File: src/verilog/hall_cfg_pkg.sv
// Package with register map, field layout, defaults and timing for the output configuration block
`default_nettype none
package hall_cfg_pkg;
	// ************************************************************
	// Register byte offsets
	// ************************************************************
	localparam logic [7:0] OFS_MAIN_CLAMP = 8'h00;
	localparam logic [7:0] OFS_SUB_CLAMP = 8'h04;
	localparam logic [7:0] OFS_MAIN_TEMP = 8'h08;
	localparam logic [7:0] OFS_SUB_TEMP = 8'h0C;
	localparam logic [7:0] OFS_PROTOCOL = 8'h10;
	localparam logic [7:0] OFS_USER = 8'h14;
	localparam logic [7:0] OFS_PROG_CMD = 8'h18;
	localparam logic [7:0] OFS_STATUS = 8'h1C;
	localparam int NV_WORDS = 6;
	localparam int NV_PAGES = 3;
	// ************************************************************
	// Field positions
	// ************************************************************
	localparam int CLAMP_LOW_LSB = 0;
	localparam int CLAMP_HIGH_LSB = 16;
	localparam int T0_LSB = 0;
	localparam int TC1_LSB = 8;
	localparam int TC2_LSB = 20;
	localparam int ID_BIT = 0;
	localparam int SLEW_BIT = 1;
	localparam int DELAY_LSB = 8;
	localparam int CMD_LSB = 0;
	localparam int PAGE_LSB = 4;
	localparam int ST_REJECT_BIT = 4;
	// ************************************************************
	// Reset values of the nonvolatile words
	// ************************************************************
	localparam logic [12:0] CLAMP_LOW_DEF = 13'h0199;
	localparam logic [12:0] CLAMP_HIGH_DEF = 13'h1E65;
	localparam logic [6:0] T0_DEF = 7'h19;
	localparam logic [9:0] TC1_DEF = 10'h13B;
	localparam logic [8:0] TC2_DEF = 9'h100;
	localparam logic [7:0] DELAY_DEF = 8'h10;
	localparam logic [31:0] CLAMP_WORD_DEF = {3'h0, CLAMP_HIGH_DEF, 3'h0, CLAMP_LOW_DEF};
	localparam logic [31:0] TEMP_WORD_DEF = {3'h0, TC2_DEF, 2'h0, TC1_DEF, 1'h0, T0_DEF};
	localparam logic [31:0] PROTO_WORD_DEF = {16'h0000, DELAY_DEF, 8'h00};
	localparam logic [31:0] MAP_MASK_CLAMP = 32'h1FFF1FFF;
	localparam logic [31:0] MAP_MASK_TEMP = 32'h1FF3FF7F;
	localparam logic [31:0] MAP_MASK_PROTO = 32'h0000FF03;
	// ************************************************************
	// Compensation arithmetic
	// ************************************************************
	localparam logic signed [10:0] TC1_ZERO = 11'sh13B;
	localparam logic signed [9:0] TC2_ZERO = 10'sh100;
	localparam int FAC_FRAC = 23;
	localparam int LIN_SHIFT = 6;
	localparam logic signed [29:0] FAC_UNITY = 30'sh0080_0000;
	localparam logic signed [21:0] ZERO_POINT = 22'sh000FFF;
	// ************************************************************
	// Commands and timing
	// ************************************************************
	localparam logic [2:0] CMD_ACTIVATE = 3'h1;
	localparam logic [2:0] CMD_PAGE_PROGRAM = 3'h2;
	localparam logic [2:0] CMD_MARGIN = 3'h3;
	localparam logic [2:0] CMD_LOCK = 3'h4;
	localparam logic [2:0] CMD_EXIT = 3'h5;
	localparam int CLOCK_MHZ = 200;
	localparam int US_CYCLES = CLOCK_MHZ * 1;
	localparam logic [8:0] MIN_DELAY_US = 9'h02C;
	localparam int ACTIVATE_WINDOW_US = 10000;
	typedef enum logic [2:0] {ST_NORMAL, ST_PROG, ST_PAGE_OPEN, ST_PAGE_ARMED, ST_MARGIN_ARMED,
		ST_LOCK_ARMED} prog_state_type;
endpackage
`default_nettype wire

File: src/verilog/hall_output_config.sv
// Output configuration, signal clamping, frame delay and nonvolatile programming control
`timescale 1ns/1ps
`default_nettype none
module hall_output_config
	import hall_cfg_pkg::*;
#(
	parameter int ACTIVATE_WINDOW_CYCLES = ACTIVATE_WINDOW_US * US_CYCLES
) (
	input wire logic clock,
	input wire logic nrst,
	input wire logic psel,
	input wire logic penable,
	input wire logic pwrite,
	input wire logic [7:0] paddr,
	input wire logic [31:0] pwdata,
	output logic [31:0] prdata,
	output logic pready,
	output logic pslverr,
	input wire logic signed [13:0] main_meas,
	input wire logic signed [13:0] sub_meas,
	input wire logic [7:0] die_temp,
	input wire logic sync_pin,
	input wire logic prog_pulse_pin,
	output logic [12:0] main_out,
	output logic [12:0] sub_out,
	output logic frame_id_bit,
	output logic slew_slow,
	output logic frame_start
);
	// ************************************************************
	// Signal path: temperature compensation and clamping
	// ************************************************************
	function automatic logic [12:0] comp_clamp(input logic signed [13:0] meas, input logic [7:0] temp,
		input logic [31:0] tw, input logic [31:0] cw);
		logic signed [8:0] dt;
		logic signed [10:0] tc1d;
		logic signed [9:0] tc2d;
		logic signed [17:0] sq;
		logic signed [19:0] lin;
		logic signed [27:0] quad;
		logic signed [29:0] fac;
		logic signed [43:0] prod;
		logic signed [21:0] sum;
		logic signed [21:0] lo;
		logic signed [21:0] hi;
		dt = $signed({1'b0, temp}) - $signed({2'b00, tw[T0_LSB +: 7]});
		tc1d = $signed({1'b0, tw[TC1_LSB +: 10]}) - TC1_ZERO;
		tc2d = $signed({1'b0, tw[TC2_LSB +: 9]}) - TC2_ZERO;
		sq = dt * dt;
		lin = tc1d * dt;
		quad = tc2d * sq;
		fac = FAC_UNITY + (30'(lin) <<< LIN_SHIFT) + 30'(quad);
		prod = 44'(meas) * 44'(fac);
		sum = 22'(prod >>> FAC_FRAC) + ZERO_POINT;
		lo = $signed({9'h000, cw[CLAMP_LOW_LSB +: 13]});
		hi = $signed({9'h000, cw[CLAMP_HIGH_LSB +: 13]});
		// Saturate as the final stage
		if (sum < lo) begin
			comp_clamp = lo[12:0];
		end else if (sum > hi) begin
			comp_clamp = hi[12:0];
		end else begin
			comp_clamp = sum[12:0];
		end
	endfunction

	// ************************************************************
	// Storage, synchronisers and state
	// ************************************************************
	logic [31:0] nv_r [NV_WORDS];
	logic [31:0] stage_r [NV_WORDS];
	prog_state_type state_r;
	logic [1:0] page_r;
	logic locked_r;
	logic margin_done_r;
	logic prog_done_r;
	logic reject_r;
	logic window_open_r;
	logic [31:0] window_cnt_r;
	logic [2:0] sync_sr_r;
	logic [2:0] pulse_sr_r;
	logic delay_run_r;
	logic [7:0] us_cnt_r;
	logic [8:0] delay_cnt_r;
	logic [12:0] main_out_r;
	logic [12:0] sub_out_r;
	logic frame_start_r;

	// ************************************************************
	// APB decode
	// ************************************************************
	wire logic acc = psel & penable;
	wire logic wr = acc & pwrite;
	wire logic [2:0] word_idx = paddr[4:2];
	wire logic is_cfg = (paddr <= OFS_USER) & (paddr[1:0] == 2'b00);
	wire logic is_cmd = (paddr == OFS_PROG_CMD);
	wire logic is_stat = (paddr == OFS_STATUS);
	wire logic [1:0] word_page = 2'(word_idx >> 1);
	wire logic cfg_ok = (state_r == ST_PAGE_OPEN) & (word_page == page_r) & ~locked_r;
	wire logic cfg_wr = wr & is_cfg & cfg_ok;
	wire logic cfg_bad = wr & is_cfg & ~cfg_ok;
	wire logic cmd_wr = wr & is_cmd;
	wire logic [2:0] cmd = pwdata[CMD_LSB +: 3];
	wire logic [1:0] cmd_page = pwdata[PAGE_LSB +: 2];
	wire logic unmapped = ~(is_cfg | is_cmd | is_stat);
	wire logic [31:0] cfg_mask = (word_idx < 3'h4) ? (word_idx[1] ? MAP_MASK_TEMP : MAP_MASK_CLAMP) :
		(word_idx == 3'h4) ? MAP_MASK_PROTO : 32'hFFFFFFFF;
	wire logic [31:0] status_word = {26'h0, window_open_r, reject_r, prog_done_r, margin_done_r,
		locked_r, (state_r != ST_NORMAL)};
	wire logic pulse_rise = pulse_sr_r[1] & ~pulse_sr_r[2];
	wire logic sync_rise = sync_sr_r[1] & ~sync_sr_r[2];
	wire logic page_cmd = cmd_wr & (cmd == CMD_PAGE_PROGRAM);
	wire logic page_refused = page_cmd & (locked_r | (cmd_page >= 2'(NV_PAGES)));
	wire logic lock_refused = cmd_wr & (cmd == CMD_LOCK) & locked_r;
	wire logic reject_set = cfg_bad | page_refused | lock_refused;

	// APB answers at once; reads of config show the live nonvolatile words
	assign pready = 1'b1;
	assign pslverr = acc & (unmapped | cfg_bad | page_refused);
	assign prdata = (acc & ~pwrite & is_cfg) ? nv_r[word_idx] :
		(acc & ~pwrite & is_stat) ? status_word : 32'h00000000;

	// ************************************************************
	// Programming sequence
	// ************************************************************
	prog_state_type state_nxt;
	always_comb begin
		state_nxt = state_r;
		case (state_r)
			ST_NORMAL: begin
				if (cmd_wr & (cmd == CMD_ACTIVATE) & window_open_r) begin
					state_nxt = ST_PROG;
				end
			end
			ST_PROG: begin
				if (page_cmd & ~page_refused) begin
					state_nxt = ST_PAGE_OPEN;
				end else if (cmd_wr & (cmd == CMD_MARGIN)) begin
					state_nxt = ST_MARGIN_ARMED;
				end else if (cmd_wr & (cmd == CMD_LOCK) & ~locked_r) begin
					state_nxt = ST_LOCK_ARMED;
				end else if (cmd_wr & (cmd == CMD_EXIT)) begin
					state_nxt = ST_NORMAL;
				end
			end
			ST_PAGE_OPEN: begin
				if (page_cmd & ~page_refused & (cmd_page == page_r)) begin
					state_nxt = ST_PAGE_ARMED;
				end else if (cmd_wr & (cmd == CMD_EXIT)) begin
					state_nxt = ST_NORMAL;
				end
			end
			ST_PAGE_ARMED, ST_MARGIN_ARMED, ST_LOCK_ARMED: begin
				if (pulse_rise) begin
					state_nxt = ST_PROG;
				end
			end
			default: begin
				state_nxt = ST_NORMAL;
			end
		endcase
	end

	// Sequence state and page pointer
	always_ff @(posedge clock or negedge nrst) begin
		if (!nrst) begin
			state_r <= ST_NORMAL;
			page_r <= 2'h0;
		end else begin
			state_r <= state_nxt;
			if ((state_r == ST_PROG) & page_cmd & ~page_refused) begin
				page_r <= cmd_page;
			end
		end
	end

	// Status flags; hardware set wins over software clear
	always_ff @(posedge clock or negedge nrst) begin
		if (!nrst) begin
			locked_r <= 1'b0;
			margin_done_r <= 1'b0;
			prog_done_r <= 1'b0;
			reject_r <= 1'b0;
		end else begin
			if ((state_r == ST_LOCK_ARMED) & pulse_rise) begin
				locked_r <= 1'b1;
			end
			if ((state_r == ST_MARGIN_ARMED) & pulse_rise) begin
				margin_done_r <= 1'b1;
			end
			if ((state_r == ST_PAGE_ARMED) & pulse_rise) begin
				prog_done_r <= 1'b1;
			end else if (page_cmd) begin
				prog_done_r <= 1'b0;
			end
			if (reject_set) begin
				reject_r <= 1'b1;
			end else if (wr & is_stat & pwdata[ST_REJECT_BIT]) begin
				reject_r <= 1'b0;
			end
		end
	end

	// Activation window after power-on
	always_ff @(posedge clock or negedge nrst) begin
		if (!nrst) begin
			window_cnt_r <= 32'h00000000;
			window_open_r <= 1'b1;
		end else if (window_open_r) begin
			window_cnt_r <= window_cnt_r + 32'h00000001;
			window_open_r <= (window_cnt_r < 32'(ACTIVATE_WINDOW_CYCLES - 1));
		end
	end

	// Staging loads from the page on selection, nonvolatile words burn on the pulse
	genvar gi;
	generate
		for (gi = 0; gi < NV_WORDS; gi++) begin : g_word
			localparam logic [31:0] DEF = (gi < 2) ? CLAMP_WORD_DEF : (gi < 4) ? TEMP_WORD_DEF :
				(gi == 4) ? PROTO_WORD_DEF : 32'h00000000;
			localparam logic [1:0] PG = 2'(gi / 2);
			always_ff @(posedge clock or negedge nrst) begin
				if (!nrst) begin
					stage_r[gi] <= DEF;
					nv_r[gi] <= DEF;
				end else begin
					if ((state_r == ST_PROG) & page_cmd & ~page_refused & (cmd_page == PG)) begin
						stage_r[gi] <= nv_r[gi];
					end else if (cfg_wr & (word_idx == 3'(gi))) begin
						stage_r[gi] <= pwdata & cfg_mask;
					end
					if ((state_r == ST_PAGE_ARMED) & pulse_rise & (page_r == PG) & ~locked_r) begin
						nv_r[gi] <= stage_r[gi];
					end
				end
			end
		end
	endgenerate

	// ************************************************************
	// Pin synchronisers
	// ************************************************************
	always_ff @(posedge clock or negedge nrst) begin
		if (!nrst) begin
			sync_sr_r <= 3'h0;
			pulse_sr_r <= 3'h0;
		end else begin
			sync_sr_r <= {sync_sr_r[1:0], sync_pin};
			pulse_sr_r <= {pulse_sr_r[1:0], prog_pulse_pin};
		end
	end

	// ************************************************************
	// Sync to first frame delay
	// ************************************************************
	wire logic [8:0] delay_target = MIN_DELAY_US + {1'b0, nv_r[4][DELAY_LSB +: 8]};
	wire logic us_tick = (us_cnt_r == 8'(US_CYCLES - 1));
	wire logic delay_hit = delay_run_r & us_tick & (delay_cnt_r == delay_target - 9'h001);
	always_ff @(posedge clock or negedge nrst) begin
		if (!nrst) begin
			delay_run_r <= 1'b0;
			us_cnt_r <= 8'h00;
			delay_cnt_r <= 9'h000;
			frame_start_r <= 1'b0;
		end else begin
			frame_start_r <= delay_hit;
			if (sync_rise) begin
				delay_run_r <= 1'b1;
				us_cnt_r <= 8'h00;
				delay_cnt_r <= 9'h000;
			end else if (delay_run_r) begin
				us_cnt_r <= us_tick ? 8'h00 : us_cnt_r + 8'h01;
				if (us_tick) begin
					delay_cnt_r <= delay_cnt_r + 9'h001;
				end
				if (delay_hit) begin
					delay_run_r <= 1'b0;
				end
			end
		end
	end

	// ************************************************************
	// Channel outputs
	// ************************************************************
	always_ff @(posedge clock or negedge nrst) begin
		if (!nrst) begin
			main_out_r <= 13'h0000;
			sub_out_r <= 13'h0000;
		end else begin
			main_out_r <= comp_clamp(main_meas, die_temp, nv_r[2], nv_r[0]);
			sub_out_r <= comp_clamp(sub_meas, die_temp, nv_r[3], nv_r[1]);
		end
	end

	assign main_out = main_out_r;
	assign sub_out = sub_out_r;
	assign frame_start = frame_start_r;
	assign frame_id_bit = nv_r[4][ID_BIT];
	assign slew_slow = nv_r[4][SLEW_BIT];
endmodule
`default_nettype wire

File: config.mk
export PLATFORM = sky130hd
export DESIGN_NAME = hall_output_config
export DESIGN_NICKNAME = d
export VERILOG_FILES = /design/src/verilog/hall_cfg_pkg.sv /design/src/verilog/hall_output_config.sv
export SDC_FILE = /design/constraint.sdc
export NUM_CORES = 2
export LEC_CHECK = 0
export ABC_AREA = 1
export BUFFER_PORTS_ARGS = -buffer_cell sky130_fd_sc_hd__buf_2
export CORE_MARGIN = 10
export CORE_UTILIZATION = 41
export DETAILED_ROUTE_END_ITERATION = 10
export SLEW_MARGIN = 20
export SYNTH_ARGS = -nofsm -noshare
export SYNTH_HDL_FRONTEND = slang
export SYNTH_SLANG_ARGS = --single-unit
export TNS_END_PERCENT = 30
File: constraint.sdc
create_clock -name clock -period 33.9 [get_ports clock]
set_input_delay 5.085 -clock clock [delete_from_list [all_inputs] [get_ports clock]]
set_output_delay 5.085 -clock clock [all_outputs]
set_load 0.02 [all_outputs]
* Word-level counts from Yosys, hierarchy flattened
Index checks and enable logic that the tools add are counted.
Word-level totals: register bits after elaboration 477, memory bits (writable) 0, bits of input ports 83, memories 0, bits in read-only memories 0, bits in latches 0
Operators by class: div/mod/pow operators 0, muxes and demuxes 46, reduce and logical (&&, ||, !) cells 19, equality and inequality tests 27, shift-type cells 0, $mul 8, add/subtract/negate cells 17, order comparisons 9, bitwise logic cells 66
Operators with widths (number):
- 32-bit two-way mux | 17
- 32-bit binary-select mux with 3-bit select | 1
- 14-bit by 29-bit multiplier with 43-bit output | 2
- 27-bit by 28-bit adder with 29-bit output | 2
- 10-bit by 18-bit multiplier with 28-bit output | 2
- 25-bit by 26-bit adder with 27-bit output, first input constant | 2
- 13-bit two-way mux | 4
- 1-bit AND | 50
- 20-bit by 13-bit adder with 21-bit output, second input constant | 2
- 21-bit by 14-bit > comparator with 1-bit output | 2
- 21-bit by 14-bit less-than comparator with 1-bit output | 2
- 11-bit by 9-bit multiplier with 20-bit output | 2
- 9-bit by 9-bit multiplier with 18-bit output | 2
- 32-bit by 1-bit adder with 32-bit output, second input constant | 1
- 32-bit AND | 1
- 32-bit by 21-bit less-than comparator with 1-bit output, second input constant | 1
- 9-bit two-way mux | 3
- 8-bit two-way mux | 3
- 10-bit by 9-bit subtractor with 11-bit output, second input constant | 2
- 3-bit two-way mux | 7
- 20-bit two-way mux | 1
- 2-bit nonzero test | 10
- 9-bit by 9-bit subtractor with 10-bit output, second input constant | 2
- 3-bit by 2-bit equality test with 1-bit output, second input constant | 6
- other kinds (29) | 65

* Logic depth before layout (Yosys ltp)
word-level depth 10, depth in mapped cells 105

* Least setup slack after synthesis
No wires, ideal clock.
kind in2reg, start point input die_temp[2], end point register sub_out_r[5], in the netlist sub_out[5], setup slack 11.463 ns, data arrival time 22.319 ns, stages on the path 99, required time 33.783 ns, cells stage by stage ha_1 a21oi_1 and2_1 inv_1 nand2_1 a21oi_1 o21ai_0 nand2_1 a21oi_1 or2_2 nand2_1 clkbuf_1 nor2_1 inv_1 fa_1 inv_1 fa_1 inv_1 (+63 left out) inv_1 nor2_1 xor2_1 inv_1 ha_1 nand2_1 nor2_1 o21ai_0 o211a_1 o21ai_0 a221oi_1 a21o_1 nand3_4 nand2_4 buf_6 nand2_1 nand3_1 nand2_1
Between the ends: word-level cells in the longest chain between the ends 9, elaborated cells between the ends (all ways) 12, classes of those cells add/sub: 4; mul: 4; order compare: 2; mux: 2
Ends and longest elaborated chain:
- from (decl) | line hall_output_config.sv:21 | input wire logic [7:0] die_temp,
- 8-bit by 7-bit subtractor with 9-bit output * | line hall_output_config.sv:46 | dt = $signed({1'b0, temp}) - $signed({2'b00, tw[T0_LSB +: 7]});
- 9-bit by 9-bit multiplier with 18-bit output / 11-bit by 9-bit multiplier with 20-bit output (equally long branches) | line hall_output_config.sv:49, hall_output_config.sv:50
- 10-bit by 18-bit multiplier with 28-bit output / 25-bit by 26-bit adder with 27-bit output (equally long branches) | line hall_output_config.sv:51, hall_output_config.sv:52
- 27-bit by 28-bit adder with 29-bit output * | line hall_output_config.sv:52 | fac = FAC_UNITY + (30'(lin) <<< LIN_SHIFT) + 30'(quad);
- 14-bit by 29-bit multiplier with 43-bit output * | line hall_output_config.sv:53 | prod = 44'(meas) * 44'(fac);
- 20-bit by 13-bit adder with 21-bit output * | line hall_output_config.sv:54 | sum = 22'(prod >>> FAC_FRAC) + ZERO_POINT;
- 21-bit by 14-bit > comparator with 1-bit output | line hall_output_config.sv:60 | end else if (sum > hi) begin
- 13-bit two-way mux | line hall_output_config.sv:60
- 13-bit two-way mux * | line hall_output_config.sv:58 | if (sum < lo) begin
- to (signal assigned) | line hall_output_config.sv:292 | sub_out_r <= comp_clamp(sub_meas, die_temp, nv_r[3], nv_r[1]);
- to (decl) | line hall_output_config.sv:86 | logic [12:0] sub_out_r;
Every way passes the cells marked *; elsewhere a longest branch is shown, timed or not. A chain may end at the register's enable or synchronous reset.

* Worst setup path in the final report
start point input die_temp[2], end point register sub_out_r[6], in the netlist sub_out[6]
Same word-level chain as after synthesis.

==> metrics <==
total gr overflow=0; post-synthesis to final-layout area growth=6.46%; Total Routing Usage GR=0.225; Multi-input gate area=about 56000 µm²; endpoint of the most critical register-to-register path=sub_out[6]; final sum of negative setup slack=0 ns; setup bufs post-CTS=0; Hold Fails Final Rpt=0; Hold Path Stages=0; dpl hpwl=~190 mm; FF-to-FF setup slack=between 10 and 15 ns; CTS root buf=sky130_fd_sc_hd__clkbuf_16; drt via density=5.18; syn_nets=about 12000; Pre-Repair DR Iteration Count=6; vertical die dimension=between 400 and 500 µm; number of filler cells placed in the layout=19000; share of flip-flops with an asynchronous set or reset after synthesis=1.00; number of cells on the critical path=98; gp weighted congestion=approximately 0.94; Bufs and invs on worst path=19; slowest stage cell, crit path=sky130_fd_sc_hd__xor2_1; most used cell, CP=sky130_fd_sc_hd__inv_1; worst-case hold path end point=pulse_sr_r[1]; total count of max-transition violations in the final report=0; Crit Reg-Reg Startpoint=nv_r[66]; Die Outline Area=209000 µm²; CP max FO=14; Core Footprint=about 190000 µm²; flip-flop cell with the highest count after synthesis=sky130_fd_sc_hd__dfrtp_1; #FFs+latches synth=477; maximum number of pins on one net before global-route repair=between 100 and 150; Post-layout nets=approximately 12000; Crit path max-delay family=adder cells; outcome=complete, no violations; Min-Delay Startpoint=pulse_sr_r[0]; count of warnings emitted by yosys=0; Starting Density=0.412; Gate Count Post-Synth=about 9700; DRT iter0 DRCs=around 4800; clock net sink count=between 400 and 500; Critical Path AT=25.89 ns; syn_area_per_cell=about 8 µm²; fraction of final layout cells sized beyond drive strength 1=0.0536; delay contributed by the slowest stage of the critical path=~0.87 ns; via count=between 60000 and 70000; post-route antenna net violation count=0; Worst Path Class, Setup=in2reg; max-capacitance violation count=0; WL/cell=between 15 and 20 µm; maximum operating frequency=between 0.03 and 0.04 GHz; Port Buf Inserts=144; final worst clock skew=about 0.033 ns; DRC violations left=0; setup-violating endpoint count in the final report=0; antenna violations before repair=3; crit path launch type=input pin; Worst-Skew Late Latency=roughly 0.62 ns; combined flip-flop and latch cell area=between 10000 and 15000 µm²; worst endpoint required time=about 34 ns; total wire length after detailed routing=roughly 240 mm; clock transition time at the flip-flop clock pins of the worst setup and hold paths=about 0.060 ns; Die Wd=between 400 and 500 µm; total I/O pin count=between 100 and 150; clock tree from TritonCTS=built; synthesized area=78400 µm²; worst-case headroom to the max-slew limit=0.210; RSZ-0062 raised after global routing=false; CTS Hold Buffers Added=0; CTS-repair resized insts=0; number of synthesized flops with an enable pin=0; period utilisation layout=0.749; clock buffers created by TritonCTS=53; type of the most critical hold path=reg2reg; pin slew with the least headroom to its limit=1.18 ns; minimum clock period after layout=about 25 ns; maximum number of buffers from clock root to sink=3; number of H-tree levels=2; number of core rows=160; type of element capturing the critical path=flip-flop; global-route wire length before repair=around 380 mm; post-synthesis sequential area ratio=0.154; Distinct cells, synth=63; vias in the first global route=between 60000 and 70000; reg2reg path depth=98
[logic make-up (layout without fill, tap and decap cells)]
group,after synthesis,in the layout,share of synthesized area
AOI/OAI and AO/OA,935,935,0.0732
xor gates and xnor gates,196,196,0.0220
adders and majority gates,1936,1936,0.441
buffers and inverters,2635,2662,0.127
DFF,477,477,0.154
other,1,3,0.0000479
and+or+nand+nor,3539,3539,0.183
[synthesized netlist by cell type (9+ instances only)]
| library cell | n | area share |
|---|---|---|
| sky130_fd_sc_hd__o22ai_1 | 62 | 0.0049 |
| sky130_fd_sc_hd__inv_1 | 2315 | 0.11 |
| sky130_fd_sc_hd__ha_1 | 562 | 0.090 |
| sky130_fd_sc_hd__dfrtp_1 | 382 | 0.12 |
| sky130_fd_sc_hd__fa_1 | 1374 | 0.35 |
| sky130_fd_sc_hd__a221oi_1 | 53 | 0.0059 |
| sky130_fd_sc_hd__inv_2 | 15 | 0.00072 |
| sky130_fd_sc_hd__a21o_1 | 12 | 0.0011 |
| sky130_fd_sc_hd__o21ai_1 | 9 | 0.00057 |
| sky130_fd_sc_hd__o21ai_0 | 235 | 0.015 |
| sky130_fd_sc_hd__xnor2_1 | 65 | 0.0073 |
| sky130_fd_sc_hd__nand3_2 | 11 | 0.0014 |
| sky130_fd_sc_hd__o21bai_1 | 29 | 0.0028 |
| sky130_fd_sc_hd__clkinv_1 | 30 | 0.0014 |
| sky130_fd_sc_hd__a21oi_1 | 335 | 0.021 |
| sky130_fd_sc_hd__a31oi_1 | 12 | 0.00096 |
| sky130_fd_sc_hd__nor3_1 | 77 | 0.0049 |
| sky130_fd_sc_hd__xor2_1 | 130 | 0.015 |
| sky130_fd_sc_hd__nor2_1 | 1028 | 0.049 |
| sky130_fd_sc_hd__nand4_1 | 50 | 0.0040 |
| sky130_fd_sc_hd__dfstp_2 | 95 | 0.032 |
| sky130_fd_sc_hd__nor2_2 | 11 | 0.00088 |
| sky130_fd_sc_hd__nand2_2 | 17 | 0.0014 |
| sky130_fd_sc_hd__or2_2 | 57 | 0.0046 |
| sky130_fd_sc_hd__o211ai_1 | 9 | 0.00086 |
| sky130_fd_sc_hd__clkbuf_1 | 251 | 0.012 |
| sky130_fd_sc_hd__nand2_1 | 2013 | 0.096 |
| sky130_fd_sc_hd__o221ai_1 | 140 | 0.016 |
| sky130_fd_sc_hd__nand3_1 | 216 | 0.014 |
| sky130_fd_sc_hd__nand3b_1 | 11 | 0.0011 |
| sky130_fd_sc_hd__nor4_1 | 15 | 0.0012 |
[registers in the layout (all words and copies together), names as in the netlist]
register,flops
page_r,2
prog_done_r,1
reject_r,1
state_r,3
sub_out,13
sync_sr_r,3
pulse_sr_r,3
frame_start,1
us_cnt_r,8
locked_r,1
delay_cnt_r,9
window_open_r,1
main_out,13
delay_run_r,1
nv_r,190
stage_r,192
frame_id_bit,1
slew_slow,1
margin_done_r,1
window_cnt_r,32
[layout make-up]
type,instances,area share
multi-input cells,6607,0.676
flip-flops and latches,477,0.145
inverters,2361,0.106
clock inverters,16,0.00216
clock buffers,83,0.0188
diodes,2,0.0000600
repair buffers,202,0.0140
well taps,2511,0.0377
[through the flow]
stage / util / instance area [µm²] / worst slack [ns] / cells / hold WS, ns
floorplan: - / 78400 / 11.46 / 9719 / 0.331
global placement: 0.429 / 81600 / 8.39 / 12200 / 0.336
detailed placement: 0.429 / 81600 / 8.02 / 12200 / 0.337
CTS: 0.438 / 83400 / 8.58 / 12300 / 0.355
global route: 0.439 / 83400 / 6.93 / 12300 / 0.362
finish: 0.439 / 83400 / 8.50 / 12300 / 0.355
[worst max-delay path by stage]
stage | slack, ns | endpoint | start
3_3_place_gp | 8.39 | sub_out[3] | die_temp[2]
5_1_grt | 6.93 | sub_out[6] | die_temp[2]
6_report | 8.50 | sub_out[6] | die_temp[2]
4_1_cts | 8.58 | sub_out[6] | die_temp[2]
3_5_place_dp | 8.02 | sub_out[6] | die_temp[2]
2_1_floorplan | 11.46 | sub_out[5] | die_temp[2]
[worst register-to-register path, delay by kind of cell, from the launching register on]
family | cells | cell delay [ns]
simple gates | 36 | 5.04
flops | 1 | 0.36
fa+ha+maj | 22 | 9.28
xor+xnor | 3 | 1.68
buf+inv | 19 | 1.76
compound gates | 18 | 2.99
[cells in the final DEF, fill, tap and decap left out, types with 57 or more instances in the layout]
master and count:
sky130_fd_sc_hd__buf_4 57, sky130_fd_sc_hd__fa_1 1374, sky130_fd_sc_hd__o221ai_1 140, sky130_fd_sc_hd__o21ai_0 235
sky130_fd_sc_hd__ha_1 562, sky130_fd_sc_hd__xnor2_1 63, sky130_fd_sc_hd__inv_1 2315, sky130_fd_sc_hd__or2_2 57
sky130_fd_sc_hd__nor3_1 77, sky130_fd_sc_hd__xor2_1 128, sky130_fd_sc_hd__nor2_1 1022, sky130_fd_sc_hd__buf_2 143
sky130_fd_sc_hd__o22ai_1 62, sky130_fd_sc_hd__nand3_1 213, sky130_fd_sc_hd__a21oi_1 335, sky130_fd_sc_hd__dfrtp_1 382
sky130_fd_sc_hd__dfstp_2 95, sky130_fd_sc_hd__nand2_1 2013
[metal layers]
| metal | wire, µm | global-route usage | share of wire | up-vias |
|---|---|---|---|---|
| met4 | 8290 | 0.0692 | 0.035 | 0 |
| met3 | 14300 | 0.0258 | 0.061 | 351 |
| met5 | 0 | 0 | 0 | - |
| li1 | - | - | - | 29100 |
| met2 | 114000 | 0.385 | 0.48 | 2044 |
| met1 | 98800 | 0.299 | 0.42 | 32000 |
Power is left out: the tool's default activity adds up to more than one toggle a clock period on the data nets, which glitch-free logic cannot reach.
